### config.mk
export PLATFORM = sky130hd
export DESIGN_NAME = rdsd_regs
export DESIGN_NICKNAME = d
export VERILOG_FILES = /design/src/rdsd_pkg.sv /design/src/rdsd_blk_if.sv /design/src/rdsd_store.sv /design/src/rdsd_sync.sv /design/src/rdsd_regs.sv
export SDC_FILE = /design/constraint.sdc
export NUM_CORES = 1
export LEC_CHECK = 0
export BUFFER_PORTS_ARGS = -buffer_cell sky130_fd_sc_hd__buf_2
export CORE_ASPECT_RATIO = 0.5
export CORE_MARGIN = 8
export CORE_UTILIZATION = 49
export DETAILED_ROUTE_END_ITERATION = 10
export PLACE_DENSITY = 0.76
export SYNTH_ARGS = -nofsm -noshare
export SYNTH_HDL_FRONTEND = slang
export SYNTH_SLANG_ARGS = --single-unit
export TNS_END_PERCENT = 1
### constraint.sdc
create_clock -name CLK -period 2.4 [get_ports CLK]
set_input_delay 0.24 -clock CLK [delete_from_list [all_inputs] [get_ports CLK]]
set_output_delay 0.24 -clock CLK [all_outputs]
set_load 0.03 [all_outputs]
### src/rdsd_pkg.sv
// Constants and types shared by the block decoder register files
package rdsd_pkg;
   // ------------------------------------------------------------
   // Register indices; byte address is four times the index
   // ------------------------------------------------------------
   localparam logic [15:0] IDX_STATUS = 16'h6000;
   localparam logic [15:0] IDX_LAST_DATA = 16'h6001;
   localparam logic [15:0] IDX_PREV_DATA = 16'h6002;
   localparam logic [15:0] IDX_COUNTERS = 16'h6003;
   localparam logic [15:0] IDX_SETTINGS = 16'h6004;
   localparam logic [15:0] IDX_CONTROL = 16'h6005;
   localparam logic [15:0] IDX_IRQ_STATUS = 16'h6006;
   localparam logic [15:0] IDX_IRQ_MASK = 16'h6007;
   localparam int unsigned ADDR_W = 18;
   // ------------------------------------------------------------
   // Field positions
   // ------------------------------------------------------------
   localparam int unsigned STAT_SYNC_BIT = 7;
   localparam int unsigned STAT_OVF_BIT = 6;
   localparam int unsigned STAT_RST_BIT = 5;
   localparam int unsigned IDENT_LSB = 2;
   localparam int unsigned ERR_LSB = 0;
   localparam int unsigned SET_CORR_LSB = 13;
   localparam int unsigned SET_GOOD_LSB = 7;
   localparam int unsigned SET_EACC_BIT = 6;
   localparam int unsigned SET_BAD_LSB = 0;
   localparam int unsigned CNT_BAD_LSB = 10;
   localparam int unsigned CNT_GOOD_LSB = 5;
   localparam int unsigned CTR_CLKOUT_BIT = 9;
   localparam int unsigned CTR_CLKIN_BIT = 8;
   localparam int unsigned CTR_ACC_LSB = 6;
   localparam int unsigned CTR_NEWSYNC_BIT = 5;
   localparam int unsigned IRQ_SYNC_BIT = 0;
   localparam int unsigned IRQ_OVF_BIT = 1;
   localparam int unsigned IRQ_RST_BIT = 2;
   localparam int unsigned IRQ_LOST_BIT = 3;
   // ------------------------------------------------------------
   // Reset values and codes
   // ------------------------------------------------------------
   localparam logic [15:0] SET_RESET = 16'h1020;
   localparam logic [15:0] CTR_RESET = 16'h0100;
   localparam logic [2:0] IDENT_RESET = 3'h7;
   localparam logic [5:0] LIMIT_RESET = 6'h20;
   localparam logic [2:0] E_IDENT = 3'h4;
   localparam logic [2:0] A_IDENT = 3'h0;
   localparam logic [1:0] ERR_NONE = 2'h0;
   localparam logic [1:0] ERR_BURST2 = 2'h1;
   localparam logic [1:0] ERR_BURST5 = 2'h2;
   localparam logic [1:0] ERR_UNCORR = 2'h3;
   localparam logic [1:0] ACC_STANDARD = 2'h0;
   localparam logic [1:0] ACC_FAST_PI = 2'h1;
   localparam logic [1:0] ACC_REDUCED = 2'h2;
   localparam logic [1:0] ACC_BYPASS = 2'h3;
   localparam logic [1:0] PIN_FORBIDDEN = 2'h3;
   typedef enum logic {RDSD_HUNT, RDSD_LOCKED} rdsd_sync_t;
endpackage

### src/rdsd_blk_if.sv
// Block event bundle passed from the register front to its helpers
`timescale 1ns/1ps
interface rdsd_blk_if;
   logic valid;
   logic good;
   logic store;
   logic [15:0] word;
   logic [2:0] ident;
   logic [1:0] err;
   modport src (output valid, good, store, word, ident, err);
   modport dst (input valid, good, store, word, ident, err);
endinterface

### src/rdsd_store.sv
// Last and previous block holding registers
`timescale 1ns/1ps
module rdsd_store
   import rdsd_pkg::*;
(
   // Clock and reset
   input wire logic clk,
   input wire logic resetn,
   // Block events
   rdsd_blk_if.dst blk,
   // Held values
   output logic [15:0] last_word,
   output logic [2:0] last_ident,
   output logic [1:0] last_err,
   output logic [15:0] prev_word,
   output logic [2:0] prev_ident,
   output logic [1:0] prev_err
);
   // Shift last into previous, then load the new block
   always_ff @(posedge clk) begin
      if (!resetn) begin
         last_word <= 16'h0000;
         last_ident <= IDENT_RESET;
         last_err <= ERR_NONE;
         prev_word <= 16'h0000;
         prev_ident <= IDENT_RESET;
         prev_err <= ERR_NONE;
      end else if (blk.store) begin
         prev_word <= last_word;
         prev_ident <= last_ident;
         prev_err <= last_err;
         last_word <= blk.word;
         last_ident <= blk.ident;
         last_err <= blk.err;
      end
   end
endmodule

### src/rdsd_sync.sv
// Block counters and synchronisation tracking
`timescale 1ns/1ps
module rdsd_sync
   import rdsd_pkg::*;
(
   // Clock and reset
   input wire logic clk,
   input wire logic resetn,
   // Block events and limits
   rdsd_blk_if.dst blk,
   input wire logic restart,
   input wire logic [5:0] good_limit,
   input wire logic [5:0] bad_limit,
   // Results
   output logic locked,
   output logic [5:0] good_cnt,
   output logic [5:0] bad_cnt,
   output wire logic found,
   output wire logic lost
);
   rdsd_sync_t state;
   wire logic good_wrap;
   wire logic bad_hit;
   // Good limit closes a counting window; bad limit ends sync
   assign good_wrap = blk.valid && blk.good && (good_cnt + 6'h01 >= good_limit);
   assign bad_hit = blk.valid && !blk.good && (bad_cnt + 6'h01 >= bad_limit);
   assign found = (state == RDSD_HUNT) && blk.valid && blk.good && !restart;
   assign lost = (state == RDSD_LOCKED) && bad_hit && !restart;
   assign locked = (state == RDSD_LOCKED);

   // Hunt for a good block, then count until too many bad ones
   always_ff @(posedge clk) begin
      if (!resetn) begin
         state <= RDSD_HUNT;
      end else begin
         case (state)
            RDSD_HUNT: if (found) state <= RDSD_LOCKED;
            RDSD_LOCKED: if (lost || restart) state <= RDSD_HUNT;
            default: state <= RDSD_HUNT;
         endcase
      end
   end

   // Counters restart on each window edge and on loss of sync
   always_ff @(posedge clk) begin
      if (!resetn || restart || lost || good_wrap || state == RDSD_HUNT) begin
         good_cnt <= 6'h00;
         bad_cnt <= 6'h00;
      end else if (blk.valid) begin
         if (blk.good) good_cnt <= good_cnt + 6'h01;
         else bad_cnt <= bad_cnt + 6'h01;
      end
   end
endmodule

### src/rdsd_regs.sv
// Block decoder register front: APB slave, status, counters and interrupt
// How it works
// - Two-bit field picks four decoder access modes
// - Burst field sets correction: off, 2, 5
// - Six-bit good-block loss limit, reset 100000
// - Six-bit bad-block loss limit, reset 100000
// - Settings bit six accepts type E blocks
// - Counter register shows bad, good-count MSBs
// - Counter register shows previous ident and error
// - Status shows last ident and error code
// - Read-only previous block word, reset zero
// - Read-only last block word, reset zero
// - Status flags: sync, overflow, restart seen
// - Pin clock select picks interface mode
`timescale 1ns/1ps
module rdsd_regs
   import rdsd_pkg::*;
(
   // Clock and reset
   input wire logic CLK,
   input wire logic RESETN,
   // APB slave
   input wire logic PSEL,
   input wire logic PENABLE,
   input wire logic PWRITE,
   input wire logic [rdsd_pkg::ADDR_W-1:0] PADDR,
   input wire logic [31:0] PWDATA,
   output logic [31:0] PRDATA,
   output wire logic PREADY,
   output wire logic PSLVERR,
   // Received blocks from the demodulator path
   input wire logic BLK_VALID,
   input wire logic [15:0] BLK_WORD,
   input wire logic [2:0] BLK_IDENT,
   input wire logic [1:0] BLK_ERR,
   input wire logic RESTART,
   // Mode outputs to the decoder core and pin logic
   output wire logic [1:0] ACCESS_MODE,
   output wire logic [1:0] PIN_MODE,
   output wire logic BYPASS,
   // Interrupt
   output wire logic IRQ
);
   // ------------------------------------------------------------
   // Registers
   // ------------------------------------------------------------
   logic [15:0] settings;
   logic [15:0] control;
   logic [3:0] irq_status;
   logic [3:0] irq_mask;
   logic sync_found;
   logic overrun_flag;
   logic restart_seen;
   logic last_unread;
   logic new_sync_req;
   logic locked;
   logic found;
   logic lost;
   logic [5:0] good_block_count;
   logic [5:0] bad_block_count;
   logic [15:0] last_block_word;
   logic [2:0] last_block_ident;
   logic [1:0] last_block_err;
   logic [15:0] prev_block_word;
   logic [2:0] prev_block_ident;
   logic [1:0] prev_block_err;
   rdsd_blk_if blk ();

   // ------------------------------------------------------------
   // Field decode
   // ------------------------------------------------------------
   wire logic [1:0] burst_correction_mode = settings[SET_CORR_LSB+1:SET_CORR_LSB];
   wire logic [5:0] good_block_loss_limit = settings[SET_GOOD_LSB+5:SET_GOOD_LSB];
   wire logic e_block_accept = settings[SET_EACC_BIT];
   wire logic [5:0] bad_block_loss_limit = settings[SET_BAD_LSB+5:SET_BAD_LSB];
   wire logic [1:0] decoder_access_mode = control[CTR_ACC_LSB+1:CTR_ACC_LSB];
   wire logic pin_clock_out_sel = control[CTR_CLKOUT_BIT];
   wire logic pin_clock_in_sel = control[CTR_CLKIN_BIT];

   // Mode pins follow the control register; the forbidden pin code falls back to decoder output
   assign ACCESS_MODE = decoder_access_mode;
   assign BYPASS = (decoder_access_mode == ACC_BYPASS);
   assign PIN_MODE = ({pin_clock_out_sel, pin_clock_in_sel} == PIN_FORBIDDEN) ? 2'h0 :
                     {pin_clock_out_sel, pin_clock_in_sel};

   // ------------------------------------------------------------
   // Block qualification
   // ------------------------------------------------------------
   // Correction reach decides whether a flagged block still counts as good
   wire logic corr_off = (burst_correction_mode == 2'h0) || (burst_correction_mode == 2'h3);
   wire logic corr_ok = (BLK_ERR == ERR_NONE) ||
                        (BLK_ERR == ERR_BURST2 && !corr_off) ||
                        (BLK_ERR == ERR_BURST5 && burst_correction_mode == 2'h2);
   wire logic [1:0] eff_err = corr_ok ? BLK_ERR : ERR_UNCORR;
   wire logic e_reject = (BLK_IDENT == E_IDENT) && !e_block_accept;
   wire logic blk_good = corr_ok && !e_reject;
   // Fast PI search keeps only A blocks; reduced mode keeps only good ones
   wire logic mode_keep = (decoder_access_mode == ACC_FAST_PI) ? (BLK_IDENT == A_IDENT) :
                          (decoder_access_mode == ACC_REDUCED) ? blk_good : 1'b1;
   assign blk.valid = BLK_VALID && !BYPASS;
   assign blk.good = blk_good;
   assign blk.store = BLK_VALID && !BYPASS && mode_keep;
   assign blk.word = BLK_WORD;
   assign blk.ident = BLK_IDENT;
   assign blk.err = eff_err;

   // ------------------------------------------------------------
   // Helpers
   // ------------------------------------------------------------
   rdsd_store u_store (
      .clk(CLK),
      .resetn(RESETN),
      .blk(blk.dst),
      .last_word(last_block_word),
      .last_ident(last_block_ident),
      .last_err(last_block_err),
      .prev_word(prev_block_word),
      .prev_ident(prev_block_ident),
      .prev_err(prev_block_err)
   );

   rdsd_sync u_sync (
      .clk(CLK),
      .resetn(RESETN),
      .blk(blk.dst),
      .restart(RESTART || new_sync_req),
      .good_limit(good_block_loss_limit),
      .bad_limit(bad_block_loss_limit),
      .locked(locked),
      .good_cnt(good_block_count),
      .bad_cnt(bad_block_count),
      .found(found),
      .lost(lost)
   );

   // ------------------------------------------------------------
   // APB decode
   // ------------------------------------------------------------
   wire logic [15:0] idx = PADDR[ADDR_W-1:2];
   wire logic hit_status = (idx == IDX_STATUS);
   wire logic hit_last = (idx == IDX_LAST_DATA);
   wire logic hit_prev = (idx == IDX_PREV_DATA);
   wire logic hit_cnt = (idx == IDX_COUNTERS);
   wire logic hit_set = (idx == IDX_SETTINGS);
   wire logic hit_ctr = (idx == IDX_CONTROL);
   wire logic hit_ist = (idx == IDX_IRQ_STATUS);
   wire logic hit_imk = (idx == IDX_IRQ_MASK);
   wire logic mapped = hit_status | hit_last | hit_prev | hit_cnt | hit_set | hit_ctr | hit_ist | hit_imk;
   wire logic unaligned = (PADDR[1:0] != 2'h0);
   wire logic access = PSEL && PENABLE;
   wire logic setup = PSEL && !PENABLE;
   wire logic bad_addr = !mapped || unaligned;
   wire logic wr = access && PWRITE && !bad_addr;
   wire logic rd = access && !PWRITE && !bad_addr;
   // Read data is latched in the setup cycle, so every access completes in one wait-free cycle
   assign PREADY = 1'b1;
   assign PSLVERR = access && bad_addr;

   // Read values of each register
   wire logic [15:0] status_val = {8'h00, sync_found, overrun_flag, restart_seen,
                                   last_block_ident, last_block_err};
   wire logic [15:0] cnt_val = {bad_block_count, good_block_count[5:1],
                                prev_block_ident, prev_block_err};
   wire logic [15:0] rd_val = hit_status ? status_val :
                              hit_last ? last_block_word :
                              hit_prev ? prev_block_word :
                              hit_cnt ? cnt_val :
                              hit_set ? settings :
                              hit_ctr ? control :
                              hit_ist ? {12'h000, irq_status} :
                              hit_imk ? {12'h000, irq_mask} : 16'h0000;

   // Capture read data at setup so PRDATA comes from a flop
   always_ff @(posedge CLK) begin
      if (!RESETN) PRDATA <= 32'h0000_0000;
      else if (setup && !PWRITE) PRDATA <= (bad_addr ? 32'h0000_0000 : {16'h0000, rd_val});
   end

   // ------------------------------------------------------------
   // Software-written registers
   // ------------------------------------------------------------
   // Bit 15 of settings is unused and always reads zero
   always_ff @(posedge CLK) begin
      if (!RESETN) begin
         settings <= SET_RESET;
         control <= CTR_RESET;
         irq_mask <= 4'h0;
      end else if (wr) begin
         if (hit_set) settings <= {1'b0, PWDATA[14:0]};
         if (hit_ctr) control <= {6'h00, PWDATA[9:6], 1'b0, PWDATA[4:0]};
         if (hit_imk) irq_mask <= PWDATA[3:0];
      end
   end

   // New-sync bit acts as a one-cycle command and is never stored
   always_ff @(posedge CLK) begin
      if (!RESETN) new_sync_req <= 1'b0;
      else new_sync_req <= wr && hit_ctr && PWDATA[CTR_NEWSYNC_BIT];
   end

   // ------------------------------------------------------------
   // Status flags
   // ------------------------------------------------------------
   // Overflow and restart flags clear on a status read; a new event in that cycle wins
   wire logic rd_status = rd && hit_status;
   wire logic ovf_event = blk.store && last_unread;
   always_ff @(posedge CLK) begin
      if (!RESETN) begin
         sync_found <= 1'b0;
         overrun_flag <= 1'b0;
         restart_seen <= 1'b0;
      end else begin
         sync_found <= locked;
         overrun_flag <= ovf_event || (overrun_flag && !rd_status);
         restart_seen <= RESTART || (restart_seen && !rd_status);
      end
   end

   // Last word counts as unread from its store until software reads it
   always_ff @(posedge CLK) begin
      if (!RESETN) last_unread <= 1'b0;
      else last_unread <= blk.store || (last_unread && !(rd && hit_last));
   end

   // ------------------------------------------------------------
   // Interrupts
   // ------------------------------------------------------------
   wire logic [3:0] irq_events = {lost, RESTART, ovf_event, found};
   wire logic [3:0] irq_clear = (wr && hit_ist) ? PWDATA[3:0] : 4'h0;
   // Sticky bits, write one to clear; a fresh event beats its clear
   always_ff @(posedge CLK) begin
      if (!RESETN) irq_status <= 4'h0;
      else irq_status <= irq_events | (irq_status & ~irq_clear);
   end
   assign IRQ = |(irq_status & irq_mask);
endmodule

==> impl_summary.txt, run 1 <==
----------------------------------------------------
[Run status]
  Result of the run ... completed

[CTS]
  TritonCTS Buffers ... 9
  CTS H-tree depth ... 3
  Maximum count of clock buffers along a single path ... 2
  TritonCTS clock tree ... yes
  Clock-pin transition on the worst setup and hold timing paths ... 0.07 ns
  Worst-skew pair later-pin latency ... about 0.36 ns
  CTS Root Buffer Type ... clkbuf_16
  Sink count of the clock tree ... 108

[Synth]
  Number of synthesis warnings ... 0
  Compound-Gate Fraction of Synth Area ... 0.153
  Synth top area share ... 0.395
  Area share of and/or/nand/nor cells after synthesis ... 0.207
  Multiplexer share of the synthesized area ... 0.118
  Area share of xor/xnor cells in the synthesized design ... 0.0272
  Dominant register cell in the synthesized netlist ... dfxtp_1
  Mean Syn Cell Area ... 8.78 um^2
  Number of synthesized flops with an enable pin ... 0
  Top cells by area, synth ... dfxtp_1 39%, mux2i_1 10%, nand2_1 6.1%
  Adder-cell share of the synthesized area ... 0.0342
  Synthesized area ... 5480 um^2
  Seq/Total Area, Yosys ... 0.395
  Asr flop ratio synth ... 0
  Dominant combinational cell family by area after synthesis ... simple AND/OR/NAND/NOR gates
  Dominant cell type by area after synthesis ... dfxtp_1
  Post-synthesis cell type count ... 64
  Number of instances in the synthesized netlist ... 624
  Synthesis-stage register bit count ... approximately 110

[STA]
  Slew at the pin closest to its max-slew limit ... 0.536 ns
  Shortest period the worst path allows ... 2.27 ns
  Fmax ... ~440 MHz
  Summed negative setup slack over all endpoints ... 0 ns
  Setup-failing EPs final ... 0
  Count of final max-slew check failures ... 0
  Clk_skew ... between 0.007 and 0.008 ns
  Final critical-path share of the clock period ... 0.944
  Tightest slew margin relative to the limit ... 0.643
  Setup repair after global routing missed its margin ... false
  Final hold violation count ... 0

[Final layout]
  Core Util, Final ... 0.596
  Commonest non-fill, non-tap cells in the layout ... 106 x dfxtp_1, 88 x nand2_1, 83 x buf_2, 64 x nor2_1, 57 x mux2i_1
  Nets ... about 820
  Final design instance area without fill ... about 6500 um^2
  Proportion of layout cells with a drive suffix above 1 ... 0.234
  Most common cell after layout, fill and taps aside ... dfxtp_1
  Antenna diodes ... 0
  Area growth, synth to finish ... 19.0%

[Route]
  Detailed-routing iteration count for the pre-antenna-repair pass ... 6
  Number of nets with antenna violations after detailed routing ... 0
  Post-detailed-routing wire length ... 15800 um
  Vias per inst ... 5.66
  Detailed-route via count ... ~4900
  Violation count after the first detailed-route iteration ... 480
  Drc violations ... 0
  Per-cell routed wire length ... 18.1 um

[Setup path]
  Stage delay of the slowest cell on the critical path ... just under 0.4 ns
  Critical path cell sequence ... and3_1, and3_1, xor2_2, ha_1, and3_1, a221oi_2, o221ai_2, buf_4, a21oi_1
  Critical Path Source Type ... flop
  Critical path capture point type ... flop
  Top cell by count, worst path ... and3_1
  Crit Path Max Fanout ... 5
  Crit path required time ... roughly 2.7 ns
  Data arrival time of the worst path ... 2.55 ns
  Highest-delay cell along the critical path ... dfxtp_2
  CP Class ... flop to flop

[Global route]
  Number of antenna violations at the first check in global routing ... 1
  First-pass GRT wire length ... 25500 um
  Vias in the first global route ... 4787
  GRT Util Overall ... 0.212
  Aggregate global routing overflow ... 0
  Maximum number of pins on one net before global-route repair ... between 40 and 50

[Place]
  Post-placement cell area ... 6190 um^2
  Hpwl dp ... 11800 um
  GP Congestion ... a little over 0.9
  Number of buffer cells added on primary ports ... 83

[Power and ir drop]
  P per Cell Area ... 578 nW/um^2
  Leakage component of the power ... 2.90 nW
  VDD IR max ... 0.000339 V

[Worst hold path]
  Class of the most critical hold timing path ... input pin to flop

[Floorplanning]
  Core Footprint ... 10900 um^2
  Initial Utilization ... 0.501
  Die height ... 90.8 um
  Die X-Extent ... 166 um
  Boundary pin count ... 118
  # rows ... 27
  Die ar. ... 15000 um^2

[Flow run]
  Count of maximum capacitance violations ... 0

----------------------------------------------------
## worst max-delay path: cells and delay by family, from the launching register on
family                   cells  cell delay [ns]
AND/OR/NAND/NOR              3             0.59
AO/OA/AOI/OAI                3             0.56
flip-flops                   1             0.39
adder cells (fa/ha/maj)      1             0.28
XOR/XNOR                     1             0.19
buffers and inverters        1             0.17
## stage by stage
stage                     setup slack (ns)  power [mW]  cells  hold slack [ns]
after floorplan                     0.0739        2.15    639            0.364
after global placement             -0.0391        2.25    857            0.437
after detailed placement           -0.0764        2.26    857            0.443
after CTS                           0.0400        3.78    873            0.112
after global routing               0.00877        3.91    873            0.115
final                                0.134        3.77    873            0.115
## final timing paths
path                          start                   end  slack [ns]  cells after the start
hold reg to reg          control[1]            control[1]        0.45                      2
setup / recovery  u_sync.bad_cnt[0]     u_sync.bad_cnt[4]        0.13                      9
hold / removal          BLK_WORD[1]  u_store.last_word[1]        0.11                      3
setup reg to reg  u_sync.bad_cnt[0]     u_sync.bad_cnt[4]        0.13                      9
## power breakdown
group / leakage [nW] / switching, mW / internal (mW)
registers: 0.879 / 0.0341 / 1.84
clock network: 0.150 / 0.695 / 0.848
logic: 1.87 / 0.217 / 0.137
## cell usage after synthesis (5+ instances only)
master / number
dfxtp_1: 108
nand2_1: 89
nor2_1: 64
mux2i_1: 57
a21oi_1: 38
clkbuf_1: 24
o21ai_0: 20
buf_4: 19
ha_1: 15
inv_1: 15
and3_1: 14
xor2_1: 14
nand2b_1: 8
nor2b_1: 8
and2_1: 7
nand3_1: 7
a211oi_1: 6
a221oi_1: 6
a22oi_1: 6
o31ai_1: 6
a22o_1: 5
a2bb2oi_1: 5
## state kept, by name, indices dropped and copies added (netlist names), 2 cells and up
signal,count
PRDATA,16
control,9
irq_mask,4
irq_status,4
settings,15
u_store.last_err,2
u_store.last_ident,3
u_store.last_word,16
u_store.prev_err,2
u_store.prev_ident,3
u_store.prev_word,16
u_sync.bad_cnt,6
u_sync.good_cnt,6
## layer usage
metal	routed length, um	global-route usage
met3	1760	0.0692
met5	13	0
met2	6910	0.318
met4	202	0.0487
met1	6940	0.289
## final cells by class
class                           count  area (um^2)
Clock buffer                       10          239
Clock inverter                      6         68.8
Fill cell                         961         4430
Inverter                           16         60.1
Multi-Input combinational cell    464         3060
Sequential cell                   108         2160
Tap cell                          145          181
Timing Repair Buffer              124          748
## timing repair
item,4_1_cts,5_1_grt
resized for setup,1,5
buffers inserted,0,0
cloned,0,0
hold buffers,0,0
endpoints found under the setup margin,11,13
## kinds of logic (layout without fill, tap and decap cells)
logic type | count (synthesis) | after routing
adders and majority gates | 15 | 15
DFF | 108 | 108
and+or+nand+nor | 229 | 229
xor gates and xnor gates | 17 | 17
muxes | 61 | 61
buffers and inverters | 67 | 156
other | 2 | 17
AOI/OAI and AO/OA | 125 | 125
Power figures use the tool's default switching activity.
==> run 2, diff against run 1 <==
- CORE_MARGIN: 8 -> 3
- CORE_UTILIZATION: 49 -> 50
- PLACE_DENSITY: 0.76 -> 0.77
- SYNTH_HIERARCHICAL: not set -> 1
==> run 2 against run 1 <==
Net effect:
- critical path depth is 1 higher
- total power is 2.9% lower
- routed wire length is 3.8% higher
- first-iteration DRC count is 10% higher
- die area is 13% lower
- flip-flop and latch count stayed put
- critical path type unchanged
- largest power group unchanged
==> impl_summary.txt, run 2 <==
----------------------------------------------------
[Synth]
  Most numerous cell in the Yosys netlist ... dfxtp_1 (unchanged)
  Number of synthesis warnings ... 6 (was 0)
  Dominant register cell in the synthesized netlist ... dfxtp_1 (unchanged)
  Dominant cell type by area after synthesis ... dfxtp_1 (unchanged)
  Seq/Total Area, Yosys ... 0.372 (was 0.395)
  Number of instances in the synthesized netlist ... 650 (was 624)
  Synth top area share ... 0.372 (was 0.395)
  Number of synthesized flops with an enable pin ... 0 (unchanged)
  Top cells by area, synth ... dfxtp_1 37%, mux2i_1 8.4%, nor2b_1 5.8% (was dfxtp_1 39%, mux2i_1 10%, nand2_1 6.1%)
  Mean Syn Cell Area ... 8.94 um^2 (was 8.78 um^2)
  Synthesized area ... 5810 um^2 (was 5480 um^2)
  Synthesis-stage register bit count ... 108 (unchanged)
  Asr flop ratio synth ... 0 (unchanged)
  Post-synthesis cell type count ... 72 (was 64)
  Synth cell count leaders ... 108 x dfxtp_1, 78 x nand2_1, 54 x nor2b_1 (was 108 x dfxtp_1, 89 x nand2_1, 64 x nor2_1)

[Floorplanning]
  Initial Utilization ... 0.521 (was 0.501)
  Core Footprint ... 11100 um^2 (was 10900 um^2)
  Die X-Extent ... 158 um (was 166 um)
  # rows ... 27 (unchanged)
  Boundary pin count ... 118 (unchanged)
  Die height ... 82.2 um (was 90.8 um)
  Die ar. ... 13000 um^2 (was 15000 um^2)

[CTS]
  Number of buffers added to fix hold violations after cts ... 0 (unchanged)
  TritonCTS Buffers ... 9 (unchanged)
  CTS Root Buffer Type ... clkbuf_16 (unchanged)
  CTS H-tree depth ... 3 (unchanged)
  Sink count of the clock tree ... 108 (unchanged)
  TritonCTS clock tree ... yes (unchanged)
  Clock-pin transition on the worst setup and hold timing paths ... 0.07 ns (about the same)
  Maximum count of clock buffers along a single path ... 2 (unchanged)
  Worst-skew pair later-pin latency ... 0.36 ns (about the same)

[Final layout]
  Commonest non-fill, non-tap cells in the layout ... 102 x dfxtp_1, 83 x buf_2, 78 x nand2_1, 54 x nor2b_1, 49 x mux2i_1 (was 106 x dfxtp_1, 88 x nand2_1, 83 x buf_2, 64 x nor2_1, 57 x mux2i_1)
  Antenna diodes ... 0 (unchanged)
  Final design instance area without fill ... 6860 um^2 (was 6520 um^2)
  Most common cell after layout, fill and taps aside ... dfxtp_1 (unchanged)
  Core Util, Final ... 0.615 (was 0.596)
  Nets ... 847 (was 816)
  Top Registers ... PRDATA (16), u_store/last_word (16), u_store/prev_word (16) (was PRDATA (16), u_store.last_word (16), u_store.prev_word (16))
  Area growth, synth to finish ... 18.0% (was 19.0%)
  Proportion of layout cells with a drive suffix above 1 ... 0.256 (was 0.234)

[Setup path]
  Data arrival time of the worst path ... 2.64 ns (was 2.55 ns)
  Highest-delay cell along the critical path ... a311o_1 (was dfxtp_2)
  Crit Path Max Fanout ... 6 (was 5)
  CP Class ... flop to flop (unchanged)
  Stage delay of the slowest cell on the critical path ... 0.41 ns (was 0.39 ns)
  Crit path required time ... 2.69 ns (was 2.68 ns)
  Critical path cell sequence ... nand3_2, or2_4, xnor2_2, ha_1, o21a_1, a21oi_2, o21ai_1, a311o_1, buf_6, nor2_1 (was and3_1, and3_1, xor2_2, ha_1, and3_1, a221oi_2, o221ai_2, buf_4, a21oi_1)
  Critical Path Source Type ... flop (unchanged)
  Critical path capture point type ... flop (unchanged)

[Route]
  Per-cell routed wire length ... 18.2 um (was 18.1 um)
  Drc violations ... 0 (unchanged)
  Vias per inst ... 5.70 (was 5.66)
  Detailed-routing iteration count for the pre-antenna-repair pass ... 5 (was 6)
  Violation count after the first detailed-route iteration ... 530 (was 480)
  Number of nets with antenna violations after detailed routing ... 0 (unchanged)
  Detailed-route via count ... 5156 (was 4945)
  Post-detailed-routing wire length ... 16400 um (was 15800 um)

[Global route]
  Number of antenna violations at the first check in global routing ... 0 (was 1)
  Maximum number of pins on one net before global-route repair ... 53 (was 48)
  Aggregate global routing overflow ... 0 (unchanged)
  Vias in the first global route ... 4755 (was 4787)
  GRT Util Overall ... 0.247 (was 0.212)
  First-pass GRT wire length ... 24800 um (was 25500 um)

[STA]
  Final hold violation count ... 0 (unchanged)
  Fmax ... 425 MHz (was 441 MHz)
  Shortest period the worst path allows ... 2.35 ns (was 2.27 ns)
  Setup-failing EPs final ... 0 (unchanged)
  Final critical-path share of the clock period ... 0.979 (was 0.944)
  Clk_skew ... 0.00583 ns (was 0.00733 ns)
  Slew at the pin closest to its max-slew limit ... 1.14 ns (was 0.536 ns)
  Count of final max-slew check failures ... 0 (unchanged)
  Worst setup slack after layout ... 0.0493 ns (was 0.134 ns)
  Tightest slew margin relative to the limit ... 0.240 (was 0.643)
  Setup repair after global routing missed its margin ... false (unchanged)

[Flow run]
  Count of maximum capacitance violations ... 0 (unchanged)

[Power and ir drop]
  VDD IR max ... 0.000280 V (was 0.000339 V)
  P per Cell Area ... 534 nW/um^2 (was 578 nW/um^2)
  Leakage component of the power ... 2.92 nW (was 2.90 nW)

[Place]
  Post-Place Setup Slack ... -0.000717 ns (was -0.0764 ns)
  Number of buffer cells added on primary ports ... 83 (unchanged)
  Post-placement cell area ... 6440 um^2 (was 6190 um^2)
  Hpwl dp ... 12200 um (was 11800 um)
  GP Congestion ... 0.947 (was 0.925)

[Run status]
  Result of the run ... completed (unchanged)

[Worst hold path]
  Class of the most critical hold timing path ... input pin to flop (unchanged)

----------------------------------------------------
[run 2: cell count changes after synthesis, moves of 12 or more]
cell,change
a22oi_1,+12
a21oi_1,-19
nor2_1,-39
a21boi_1,+15
nor2b_1,+46
[run 2: final cells by class]
cell class / instances / area [um^2]
Clock buffer: 12 / 246
Clock inverter: 4 / 31.3
Fill cell: 979 / 4290
Inverter: 24 / 90.1
Multi-Input combinational cell: 477 / 3300
Sequential cell: 108 / 2180
Tap cell: 145 / 181
Timing Repair Buffer: 134 / 831
[run 2: per-stage QoR]
step            TNS [ns]  instances  total power [mW]  hold slack (ns)
2_1_floorplan          0        665              2.16            0.341
3_3_place_gp           0        885              2.26            0.427
3_5_place_dp   -0.000813        885              2.26            0.429
4_1_cts                0        901              3.66            0.109
5_1_grt                0        904              3.76            0.136
6_report               0        904              3.66            0.116
[run 2: per-layer routing]
layer,GRT usage,wire length [um]
met5,0,0
met4,0.0644,246
met3,0.0614,1700
met2,0.372,6900
met1,0.354,7590
[run 2: path summary, 6_finish.rpt]
kind,slack [ns],from,end,cells past startpoint
max,0.05,u_sync/good_cnt[1],u_sync/bad_cnt[2],10
min,0.12,PWDATA[8],control[8],3
max reg2reg,0.05,u_sync/good_cnt[1],u_sync/bad_cnt[2],10
min reg2reg,0.44,PRDATA[8],PRDATA[8],2
[run 2: critical path, delay by kind of cell, from the launching register on]
kind | cells | cell delay, ns
DFF | 1 | 0.37
AOI/OAI and AO/OA | 4 | 0.77
buffers and inverters | 1 | 0.16
adders and majority gates | 1 | 0.33
xor gates and xnor gates | 1 | 0.14
and+or+nand+nor | 3 | 0.51
[run 2: timing repair]
action | CTS | global route
cloned | 0 | 1
pin swaps | 0 | 9
resized for setup | 3 | 32
buffers inserted | 0 | 3
endpoints found under the setup margin | 8 | 13
hold endpoints to repair | 0 | 0
[run 2: where the power goes]
group | internal [mW] | switching, mW
sequential | 1.83 | 0.0345
clock | 0.742 | 0.689
combinational | 0.153 | 0.212
[run 2: logic make-up after synthesis]
logic type / count (synthesis) / synth area share
AOI/OAI and AO/OA: 135 / 0.162
xor gates and xnor gates: 18 / 0.0271
adders and majority gates: 15 / 0.0323
other: 2 / 0.00129
DFF: 108 / 0.372
and+or+nand+nor: 239 / 0.226
muxes: 53 / 0.0922
buffers and inverters: 80 / 0.0876
